--- src/pkg/dac_ctrl_pkg.sv ---
// Constants for the two-instance converter control block.
// Assumes an Avalon-MM byte-addressed slave port and one core clock.
package dac_ctrl_pkg;

	localparam int          ADDR_W      = 14;
	localparam int          DATA_W      = 32;
	localparam int          LEVEL_W     = 8;

	// Register indices; byte address is four times the index
	localparam logic [11:0] IDX_A_CTRL  = 12'h88C;
	localparam logic [11:0] IDX_A_LEVEL = 12'h88D;
	localparam logic [11:0] IDX_B_CTRL  = 12'h890;
	localparam logic [11:0] IDX_B_LEVEL = 12'h891;

	// Control field positions
	localparam int          EN_BIT      = 7;
	localparam int          RANGE_BIT   = 6;
	localparam int          OE_HI       = 5;
	localparam int          OE_LO       = 4;
	localparam int          POS_REF_HI  = 3;
	localparam int          POS_REF_LO  = 2;
	localparam int          NEG_REF_BIT = 0;

	// Implemented bits per control register; others read zero
	localparam logic [7:0]  CTRL_A_MASK = 8'hFD;
	localparam logic [7:0]  CTRL_B_MASK = 8'h8D;
	localparam logic [7:0]  CTRL_RESET  = 8'h00;
	localparam logic [7:0]  LEVEL_RESET = 8'h00;

	// Output-enable codes
	localparam logic [1:0]  OE_PIN_B    = 2'h2;
	localparam logic [1:0]  OE_PIN_A    = 2'h1;

	// Positive reference codes
	localparam logic [1:0]  POS_REF_SUPPLY = 2'h0;
	localparam logic [1:0]  POS_REF_PIN    = 2'h1;
	localparam logic [1:0]  POS_REF_FIXED  = 2'h2;

	// Bus handshake phases
	typedef enum logic [1:0] {
		BUS_IDLE = 2'b01,
		BUS_ACK  = 2'b10
	} bus_state_t;

endpackage

--- src/verilog/dac_control_registers.sv ---
// Register file and control logic for two 8-bit converter instances.
// Assumes an Avalon-MM master on core_clk; config and sleep levels come
// from other domains and are synchronised here.
`timescale 1ns/1ns
module dac_control_registers
	import dac_ctrl_pkg::*;
(
	input  wire logic                core_clk,
	input  wire logic                reset,
	input  wire logic [ADDR_W-1:0]   address,
	input  wire logic                read,
	input  wire logic                write,
	input  wire logic [DATA_W-1:0]   writedata,
	input  wire logic [DATA_W/8-1:0] byteenable,
	output logic      [DATA_W-1:0]   readdata,
	output logic                     waitrequest,
	input  wire logic                auto_range_config,
	input  wire logic                sleep_mode,
	output logic                     conv_a_enable,
	output logic                     conv_a_ref_on,
	output logic      [1:0]          conv_a_pos_ref_select,
	output logic                     conv_a_neg_ref_select,
	output logic      [LEVEL_W-1:0]  conv_a_level_code,
	output logic                     conv_a_high_range,
	output logic                     buffered_out_a_en,
	output logic                     buffered_out_b_en,
	output logic                     conv_b_enable,
	output logic                     conv_b_ref_on,
	output logic      [1:0]          conv_b_pos_ref_select,
	output logic                     conv_b_neg_ref_select,
	output logic      [LEVEL_W-1:0]  conv_b_level_code
);

	////////////////////////////////////////////////////////////////////
	// Synchronisers for the configuration strap and sleep level

	logic       auto_meta;
	logic       auto_cfg;
	logic       sleep_meta;
	logic       sleep_now;

	// Two flops each; only the second flop is read by logic
	always_ff @(posedge core_clk or posedge reset) begin
		if (reset) begin
			auto_meta  <= 1'b0;
			auto_cfg   <= 1'b0;
			sleep_meta <= 1'b0;
			sleep_now  <= 1'b0;
		end else begin
			auto_meta  <= auto_range_config;
			auto_cfg   <= auto_meta;
			sleep_meta <= sleep_mode;
			sleep_now  <= sleep_meta;
		end
	end

	////////////////////////////////////////////////////////////////////
	// Bus handshake: one wait cycle, then the access completes

	bus_state_t bus_state;
	bus_state_t next_bus_state;
	logic       request;
	logic       commit;

	assign request = read | write;
	// Access takes effect only at the edge that sees waitrequest low
	assign commit  = request & ~waitrequest;
	assign next_bus_state = (request && bus_state == BUS_IDLE) ? BUS_ACK : BUS_IDLE;

	// Waitrequest is held high except in the single answer cycle
	always_ff @(posedge core_clk or posedge reset) begin
		if (reset) begin
			bus_state   <= BUS_IDLE;
			waitrequest <= 1'b1;
		end else begin
			bus_state   <= next_bus_state;
			waitrequest <= (next_bus_state != BUS_ACK);
		end
	end

	////////////////////////////////////////////////////////////////////
	// Address decode

	logic hit_a_ctrl;
	logic hit_a_level;
	logic hit_b_ctrl;
	logic hit_b_level;
	logic lane0_wr;

	assign hit_a_ctrl  = (address == {IDX_A_CTRL, 2'b00});
	assign hit_a_level = (address == {IDX_A_LEVEL, 2'b00});
	assign hit_b_ctrl  = (address == {IDX_B_CTRL, 2'b00});
	assign hit_b_level = (address == {IDX_B_LEVEL, 2'b00});
	// Registers live in byte lane 0; other lanes are ignored
	assign lane0_wr    = commit & write & byteenable[0];

	////////////////////////////////////////////////////////////////////
	// Control and level registers

	logic [7:0]         ctrl_a;
	logic [7:0]         ctrl_b;
	logic [LEVEL_W-1:0] level_a;
	logic [LEVEL_W-1:0] level_b;

	// Only the device reset clears these; sleep and wake leave them alone
	always_ff @(posedge core_clk or posedge reset) begin
		if (reset) begin
			ctrl_a  <= CTRL_RESET;
			ctrl_b  <= CTRL_RESET;
			level_a <= LEVEL_RESET;
			level_b <= LEVEL_RESET;
		end else begin
			if (lane0_wr && hit_a_ctrl)
				ctrl_a  <= writedata[7:0] & CTRL_A_MASK;
			if (lane0_wr && hit_b_ctrl)
				ctrl_b  <= writedata[7:0] & CTRL_B_MASK;
			if (lane0_wr && hit_a_level)
				level_a <= writedata[LEVEL_W-1:0];
			if (lane0_wr && hit_b_level)
				level_b <= writedata[LEVEL_W-1:0];
		end
	end

	////////////////////////////////////////////////////////////////////
	// Read data; unmapped addresses read as zero

	logic [DATA_W-1:0] next_readdata;

	assign next_readdata =
		hit_a_ctrl  ? {{(DATA_W-8){1'b0}}, ctrl_a} :
		hit_a_level ? {{(DATA_W-LEVEL_W){1'b0}}, level_a} :
		hit_b_ctrl  ? {{(DATA_W-8){1'b0}}, ctrl_b} :
		hit_b_level ? {{(DATA_W-LEVEL_W){1'b0}}, level_b} :
		{DATA_W{1'b0}};

	// Loaded with the wait cycle so it stands when waitrequest drops
	always_ff @(posedge core_clk or posedge reset) begin
		if (reset)
			readdata <= '0;
		else if (read && next_bus_state == BUS_ACK)
			readdata <= next_readdata;
	end

	////////////////////////////////////////////////////////////////////
	// Converter controls toward the analog macro

	logic [1:0] oe_code;
	logic       next_high_range;
	logic       next_out_a;
	logic       next_out_b;

	assign oe_code = ctrl_a[OE_HI:OE_LO];
	// Software range when the strap is one, else level MSB picks it
	assign next_high_range = auto_cfg ? ctrl_a[RANGE_BIT]
	                                  : level_a[LEVEL_W-1];
	// Codes 00 and 11 leave both pins undriven
	assign next_out_a = (oe_code == OE_PIN_A);
	assign next_out_b = (oe_code == OE_PIN_B);

	// Level and reference selects go straight to the ladder, which spans
	// two-to-the-n steps between the chosen references; reserved
	// positive code 11 is passed through untouched.
	always_ff @(posedge core_clk or posedge reset) begin
		if (reset) begin
			conv_a_enable         <= 1'b0;
			conv_a_ref_on         <= 1'b0;
			conv_a_pos_ref_select <= POS_REF_SUPPLY;
			conv_a_neg_ref_select <= 1'b0;
			conv_a_level_code     <= LEVEL_RESET;
			conv_a_high_range     <= 1'b0;
			buffered_out_a_en     <= 1'b0;
			buffered_out_b_en     <= 1'b0;
		end else begin
			conv_a_enable         <= ctrl_a[EN_BIT];
			conv_a_ref_on         <= ctrl_a[EN_BIT] & ~sleep_now;
			conv_a_pos_ref_select <= ctrl_a[POS_REF_HI:POS_REF_LO];
			conv_a_neg_ref_select <= ctrl_a[NEG_REF_BIT];
			conv_a_level_code     <= level_a;
			conv_a_high_range     <= next_high_range;
			buffered_out_a_en     <= next_out_a;
			buffered_out_b_en     <= next_out_b;
		end
	end

	// Second instance: no buffer, no pins, internal consumers only
	always_ff @(posedge core_clk or posedge reset) begin
		if (reset) begin
			conv_b_enable         <= 1'b0;
			conv_b_ref_on         <= 1'b0;
			conv_b_pos_ref_select <= POS_REF_SUPPLY;
			conv_b_neg_ref_select <= 1'b0;
			conv_b_level_code     <= LEVEL_RESET;
		end else begin
			conv_b_enable         <= ctrl_b[EN_BIT];
			conv_b_ref_on         <= ctrl_b[EN_BIT] & ~sleep_now;
			conv_b_pos_ref_select <= ctrl_b[POS_REF_HI:POS_REF_LO];
			conv_b_neg_ref_select <= ctrl_b[NEG_REF_BIT];
			conv_b_level_code     <= level_b;
		end
	end

	logic wr_a_ctrl;
	logic wr_a_level;
	logic wr_b_ctrl;
	logic wr_b_level;
	assign wr_a_ctrl  = lane0_wr & hit_a_ctrl;
	assign wr_a_level = lane0_wr & hit_a_level;
	assign wr_b_ctrl  = lane0_wr & hit_b_ctrl;
	assign wr_b_level = lane0_wr & hit_b_level;
endmodule

--- config.mk ---
export PLATFORM = sky130hd
export DESIGN_NAME = dac_control_registers
export DESIGN_NICKNAME = d
export VERILOG_FILES = /design/src/pkg/dac_ctrl_pkg.sv /design/src/verilog/dac_control_registers.sv
export SDC_FILE = /design/constraint.sdc
export NUM_CORES = 1
export LEC_CHECK = 0
export ABC_AREA = 1
export BUFFER_PORTS_ARGS = -buffer_cell sky130_fd_sc_hd__clkbuf_2
export CORE_AREA = 5 5 104 106
export CTS_CLUSTER_DIAMETER = 150
export CTS_CLUSTER_SIZE = 10
export DETAILED_ROUTE_END_ITERATION = 6
export DIE_AREA = 0 0 109 111
export PLACE_DENSITY_LB_ADDON = 0.1
export SYNTH_ARGS = -nofsm -noshare
export SYNTH_HDL_FRONTEND = slang
export SYNTH_SLANG_ARGS = --single-unit
--- constraint.sdc ---
create_clock -name core_clk -period 2.19 [get_ports core_clk]
set_input_delay 0.1095 -clock core_clk [delete_from_list [all_inputs] [get_ports core_clk]]
set_output_delay 0.1095 -clock core_clk [all_outputs]
set_load 0.01 [all_outputs]
# Word level (Yosys, flattened, before mapping)
# Index checks and enable logic that the tools add are counted.
[totals]
in_bits = 56
ff_bits = 95
word_cells = 53
[classes]
bitwise = 8
n_reduce_logical = 6
mux = 6
eq_ne = 9
[ops]
columns = ["operator", "count"]
rows = [
  ["$eq 14x14->1 const B", 4],
  ["$mux 8", 4],
  ["$logic_and 1x1->1", 6],
  ["$and 1x1->1", 5],
  ["$eq 2x1->1 const B", 2],
  ["$eq 2x2->1 const B", 2],
  ["$mux 2", 1],
  ["$ne 2x2->1 const B", 1],
  ["$not 1->1", 2],
  ["$mux 1", 1],
  ["$or 1x1->1", 1],
]

# Depth between registers and ports, before layout
[depth]
word_depth = 5
mapped_depth = 10
ltp_nobuf = 9

# Least setup slack after synthesis
# OpenSTA, ideal clock, no wires.
[synth_timing]
kind = "register to register"
start = "register bus_state[0]"
end = "register readdata[0]"
setup_ps = 121
t_required_ps = 2069
n_path_buf = 0
path_stages_with_launch = 7
slack_ps = 755
arrival_ps = 1313
path_cell_list = "dfstp_2 -> inv_2 -> nor3_4 -> nand2_2 -> or2_0 -> o211ai_1 -> nand2_1"
[synth_between]
elab_chain_len = 5
[synth_rtl]
columns = ["item", "line_no", "text"]
rows = [
  ["from (decl)", "dac_control_registers.sv:60", "bus_state_t bus_state;"],
  ["from (signal assigned)", "dac_control_registers.sv:76", "bus_state <= next_bus_state;"],
  ["$eq 2x1->1", "dac_control_registers.sv:68", "assign next_bus_state = (request && bus_state == BUS_IDLE) ? BUS_ACK : BUS_IDLE;"],
  ["$logic_and 1x1->1", "dac_control_registers.sv:68", ""],
  ["$mux 2", "dac_control_registers.sv:68", ""],
  ["named net next_bus_state[1]", "dac_control_registers.sv:61", "bus_state_t next_bus_state;"],
  ["$eq 2x2->1", "dac_control_registers.sv:140", "else if (read && next_bus_state == BUS_ACK)"],
  ["$logic_and 1x1->1", "dac_control_registers.sv:140", ""],
  ["to (signal assigned)", "dac_control_registers.sv:141", "readdata <= next_readdata;"],
  ["to (decl)", "dac_control_registers.sv:15", "output logic [DATA_W-1:0] readdata,"],
]
# The timed path passes the listed nets, and every way through them passes these cells.
# A chain may end at the register's enable or synchronous reset.

# Worst setup path in the final report
# Same ends and word-level chain as after synthesis.

==> results by group <==
Outcome
  • Outcome: finished clean

Synth
  • Area share of the largest cell type after synthesis: 0.608
  • Seq/Total Area, Yosys: 0.617
  • Unique cell type count in the Yosys netlist: 29
  • Mapped cell area: 0.00284 mm^2
  • Post-Syn Instances: 284
  • Post-synth top cells: 70 x nand2_1, 69 x dfrtp_1, 26 x buf_4
  • Synth area leader: dfrtp_1
  • Most common flop cell mapped by yosys: dfrtp_1
  • Post-Synthesis Mean Instance Area: 10.0 um^2
  • EDFF count, synth: 0
  • Synth top area cells: dfrtp_1 61%, nand2_1 9.3%, buf_4 6.9%, inv_1 3.2%, nor2_1 3.2%
  • Cell with the most instances after synthesis: nand2_1
  • Synth Warn #: 0
  • FF+latch count, synth: 70
  • Post-synth ARST share: 1.00

Place
  • GPL Wtd Cong: 0.721
  • Hpwl dp: 4650 um
  • Placed inst area: 0.00326 mm^2
  • Pre-CTS WS: 0.635 ns
  • Placed cells: 482
  • PortBufs: 66

Flow run
  • Total of max-cap violations: 0

GRT
  • Global route overflow: 0
  • Initial antenna violation count: 0
  • Gr usage total: 0.111
  • First-pass GRT wire length: 10300 um
  • Pin count of the biggest net entering global routing: 34
  • Number of global-route vias before repair: 2036

Clock network
  • H-tree levels: 3
  • Clk buf depth: 2
  • Sinks on Clock Net: 70
  • CTS resizes: 0
  • Total CTS buffers: 9
  • Clk root buf: clkbuf_8
  • CTS tree: yes
  • Clk Latency, worst-skew pair: 0.33 ns
  • Clk slew on worst S/H paths: 0.07 ns

Final layout
  • Layout fillers: 1007
  • Non-Filler Instances: 501
  • Layout cell share with drive strength beyond 1: 0.291
  • Nets: 419
  • Syn-to-layout area delta: 22.2%
  • Fin area: 0.00347 mm^2
  • Ant. Diodes: 0

Timing
  • Final setup viols: 0
  • Setup TNS: 0 ns
  • RSZ-0062 raised after global routing: false
  • Worst-Margin Slew: 0.609 ns
  • Clk_skew: 0.00884 ns
  • Setup ws final: 0.631 ns
  • FMAX: 0.642 GHz
  • Hold Fails Final Rpt: 0
  • Slew Limit Fails: 0
  • Relative slew slack: 0.593
  • Tmin final: 1.56 ns
  • Final Cycle Share: 0.712

Routing
  • Post-DRT Antenna Nets: 0
  • Residual DRC count: 0
  • Final wirelength: 6240 um
  • Wire per inst: 12.4 um
  • Vias: 1992
  • Vias/cell: 3.98
  • 1st-iter DRT viols: 58
  • DR pass1 iterations: 4

Floorplan
  • Die Ht: 111 um
  • Die area: 0.0121 mm^2
  • Core ar.: 0.00968 mm^2
  • Starting Density: 0.293
  • Rows: 36
  • Die W: 109 um
  • I/O Pins: 118

Hold path
  • Hold Crit Class: input port to register

Setup path
  • CP Data Required Time: 2.46 ns
  • Critical-path cell list: inv_2, nor3_4, nand2_2, clkinv_4, nand2_2, nor2_1, nand2_1, nand2_1
  • WP data arrival: 1.83 ns
  • Crit Path Class: register to register
  • CP max stage cell: dfstp_2
  • Setup crit end kind: register
  • Crit start category: register
  • Crit path largest cell delay: 0.57 ns
  • Worst-path maximum fanout: 9

Power and ir drop
  • Maximum vdd drop: 0.324 mV
  • Leakage power: 1.89 nW
  • Combinational Power Share: 0.111
  • Internal: 1.95 mW
  • Flop pwr share: 0.527
  • Switch Pwr: 658 uW
  • Clk network pwr share: 0.362
  • P per Cell Area: 752 mW/mm^2
  • Sw Share: 0.252
  • Power, Total: 2.61 mW
layout by cell type (no fill, tap or decap), drive strengths merged:
| cell type | netlist | final |
|---|---|---|
| dfstp | 1 | 1 |
| o211ai | 3 | 3 |
| clkbuf | 1 | 81 |
| nor3 | 1 | 1 |
| clkinv | 1 | 2 |
| dlygate4sd3 | 0 | 3 |
| dfrtp | 69 | 69 |
| nor2 | 27 | 27 |
| o21ai | 27 | 27 |
| nand4 | 2 | 2 |
| and2 | 3 | 3 |
| mux2 | 1 | 1 |
| or2 | 3 | 3 |
| conb | 1 | 24 |
| inv | 25 | 25 |
| nand3 | 16 | 16 |
| nand2 | 74 | 74 |
| nand3b | 1 | 1 |
| buf | 28 | 5 |
stage by stage:
stage                     hold WS [ns]  utilization
after global routing            0.0617        0.358
after detailed placement         0.206        0.336
after global placement           0.211        0.336
after CTS                       0.0295        0.358
after floorplan                  0.141            -
final                           0.0423        0.358
layer usage:
| layer | global-route usage | routed length (um) |
|---|---|---|
| met1 | 0.145 | 2800 |
| met2 | 0.173 | 2950 |
| met3 | 0.0355 | 400 |
| met4 | 0.0379 | 85 |
| met5 | 0 | 0 |
path summary, 6_finish.rpt:
path | start | end | slack (ns) | cells after the start
max reg2reg | bus_state[0] | readdata[0] | 0.63 | 8
max | bus_state[0] | readdata[0] | 0.63 | 8
max in group asynchronous | reset | bus_state[0] | 1.14 | 4
min in group asynchronous | reset | conv_a_high_range | 0.38 | 3
min reg2reg | sleep_meta | sleep_now | 0.35 | 0
min | writedata[1] | level_b[1] | 0.04 | 3
state kept, by name (all words and copies together) (netlist names), 2 cells and up:
signal and count:
conv_a_pos_ref_select 2, level_b 8, ctrl_b 4, readdata 8, ctrl_a 7, conv_b_pos_ref_select 2, conv_a_level_code 8, bus_state 2
level_a 8, conv_b_level_code 8
area by class of cell:
| cell class | instances | area [um^2] | share of cell area |
|---|---|---|---|
| tap | 133 | 166 | 0.0480 |
| clock inverter | 1 | 5.00 | 0.00144 |
| clock buffer | 15 | 176 | 0.0508 |
| timing repair buffer | 74 | 410 | 0.118 |
| multi-input combinational | 182 | 856 | 0.247 |
| sequential | 70 | 1750 | 0.505 |
| inverter | 26 | 103 | 0.0296 |
critical path: cells and delay by family, from the launching register on:
family | cells | cell delay (ns)
buf+inv | 2 | 0.18
flops | 1 | 0.57
simple gates | 6 | 0.75
logic make-up after synthesis:
family / synth area share
simple gates: 0.200
buf+inv: 0.112
mux: 0.00396
compound gates: 0.0661
other cells: 0.00132
flops: 0.617
power by group through the flow:
| stage | combinational, mW | sequential, mW | clock, mW |
|---|---|---|---|
| after floorplan | 0.202 | 1.41 | 0 |
| after global placement | 0.288 | 1.40 | 0 |
| after detailed placement | 0.290 | 1.40 | 0 |
| after CTS | 0.298 | 1.38 | 0.990 |
| after global routing | 0.328 | 1.38 | 1.04 |
| final | 0.288 | 1.38 | 0.945 |
what timing repair did:
item / CTS / global route
hold endpoints to repair: 28 / 0
buffers inserted: 0 / 0
setup endpoints to repair: 0 / 0
hold buffers: 3 / 0
No activity file was read; power rests on OpenSTA's default activity.
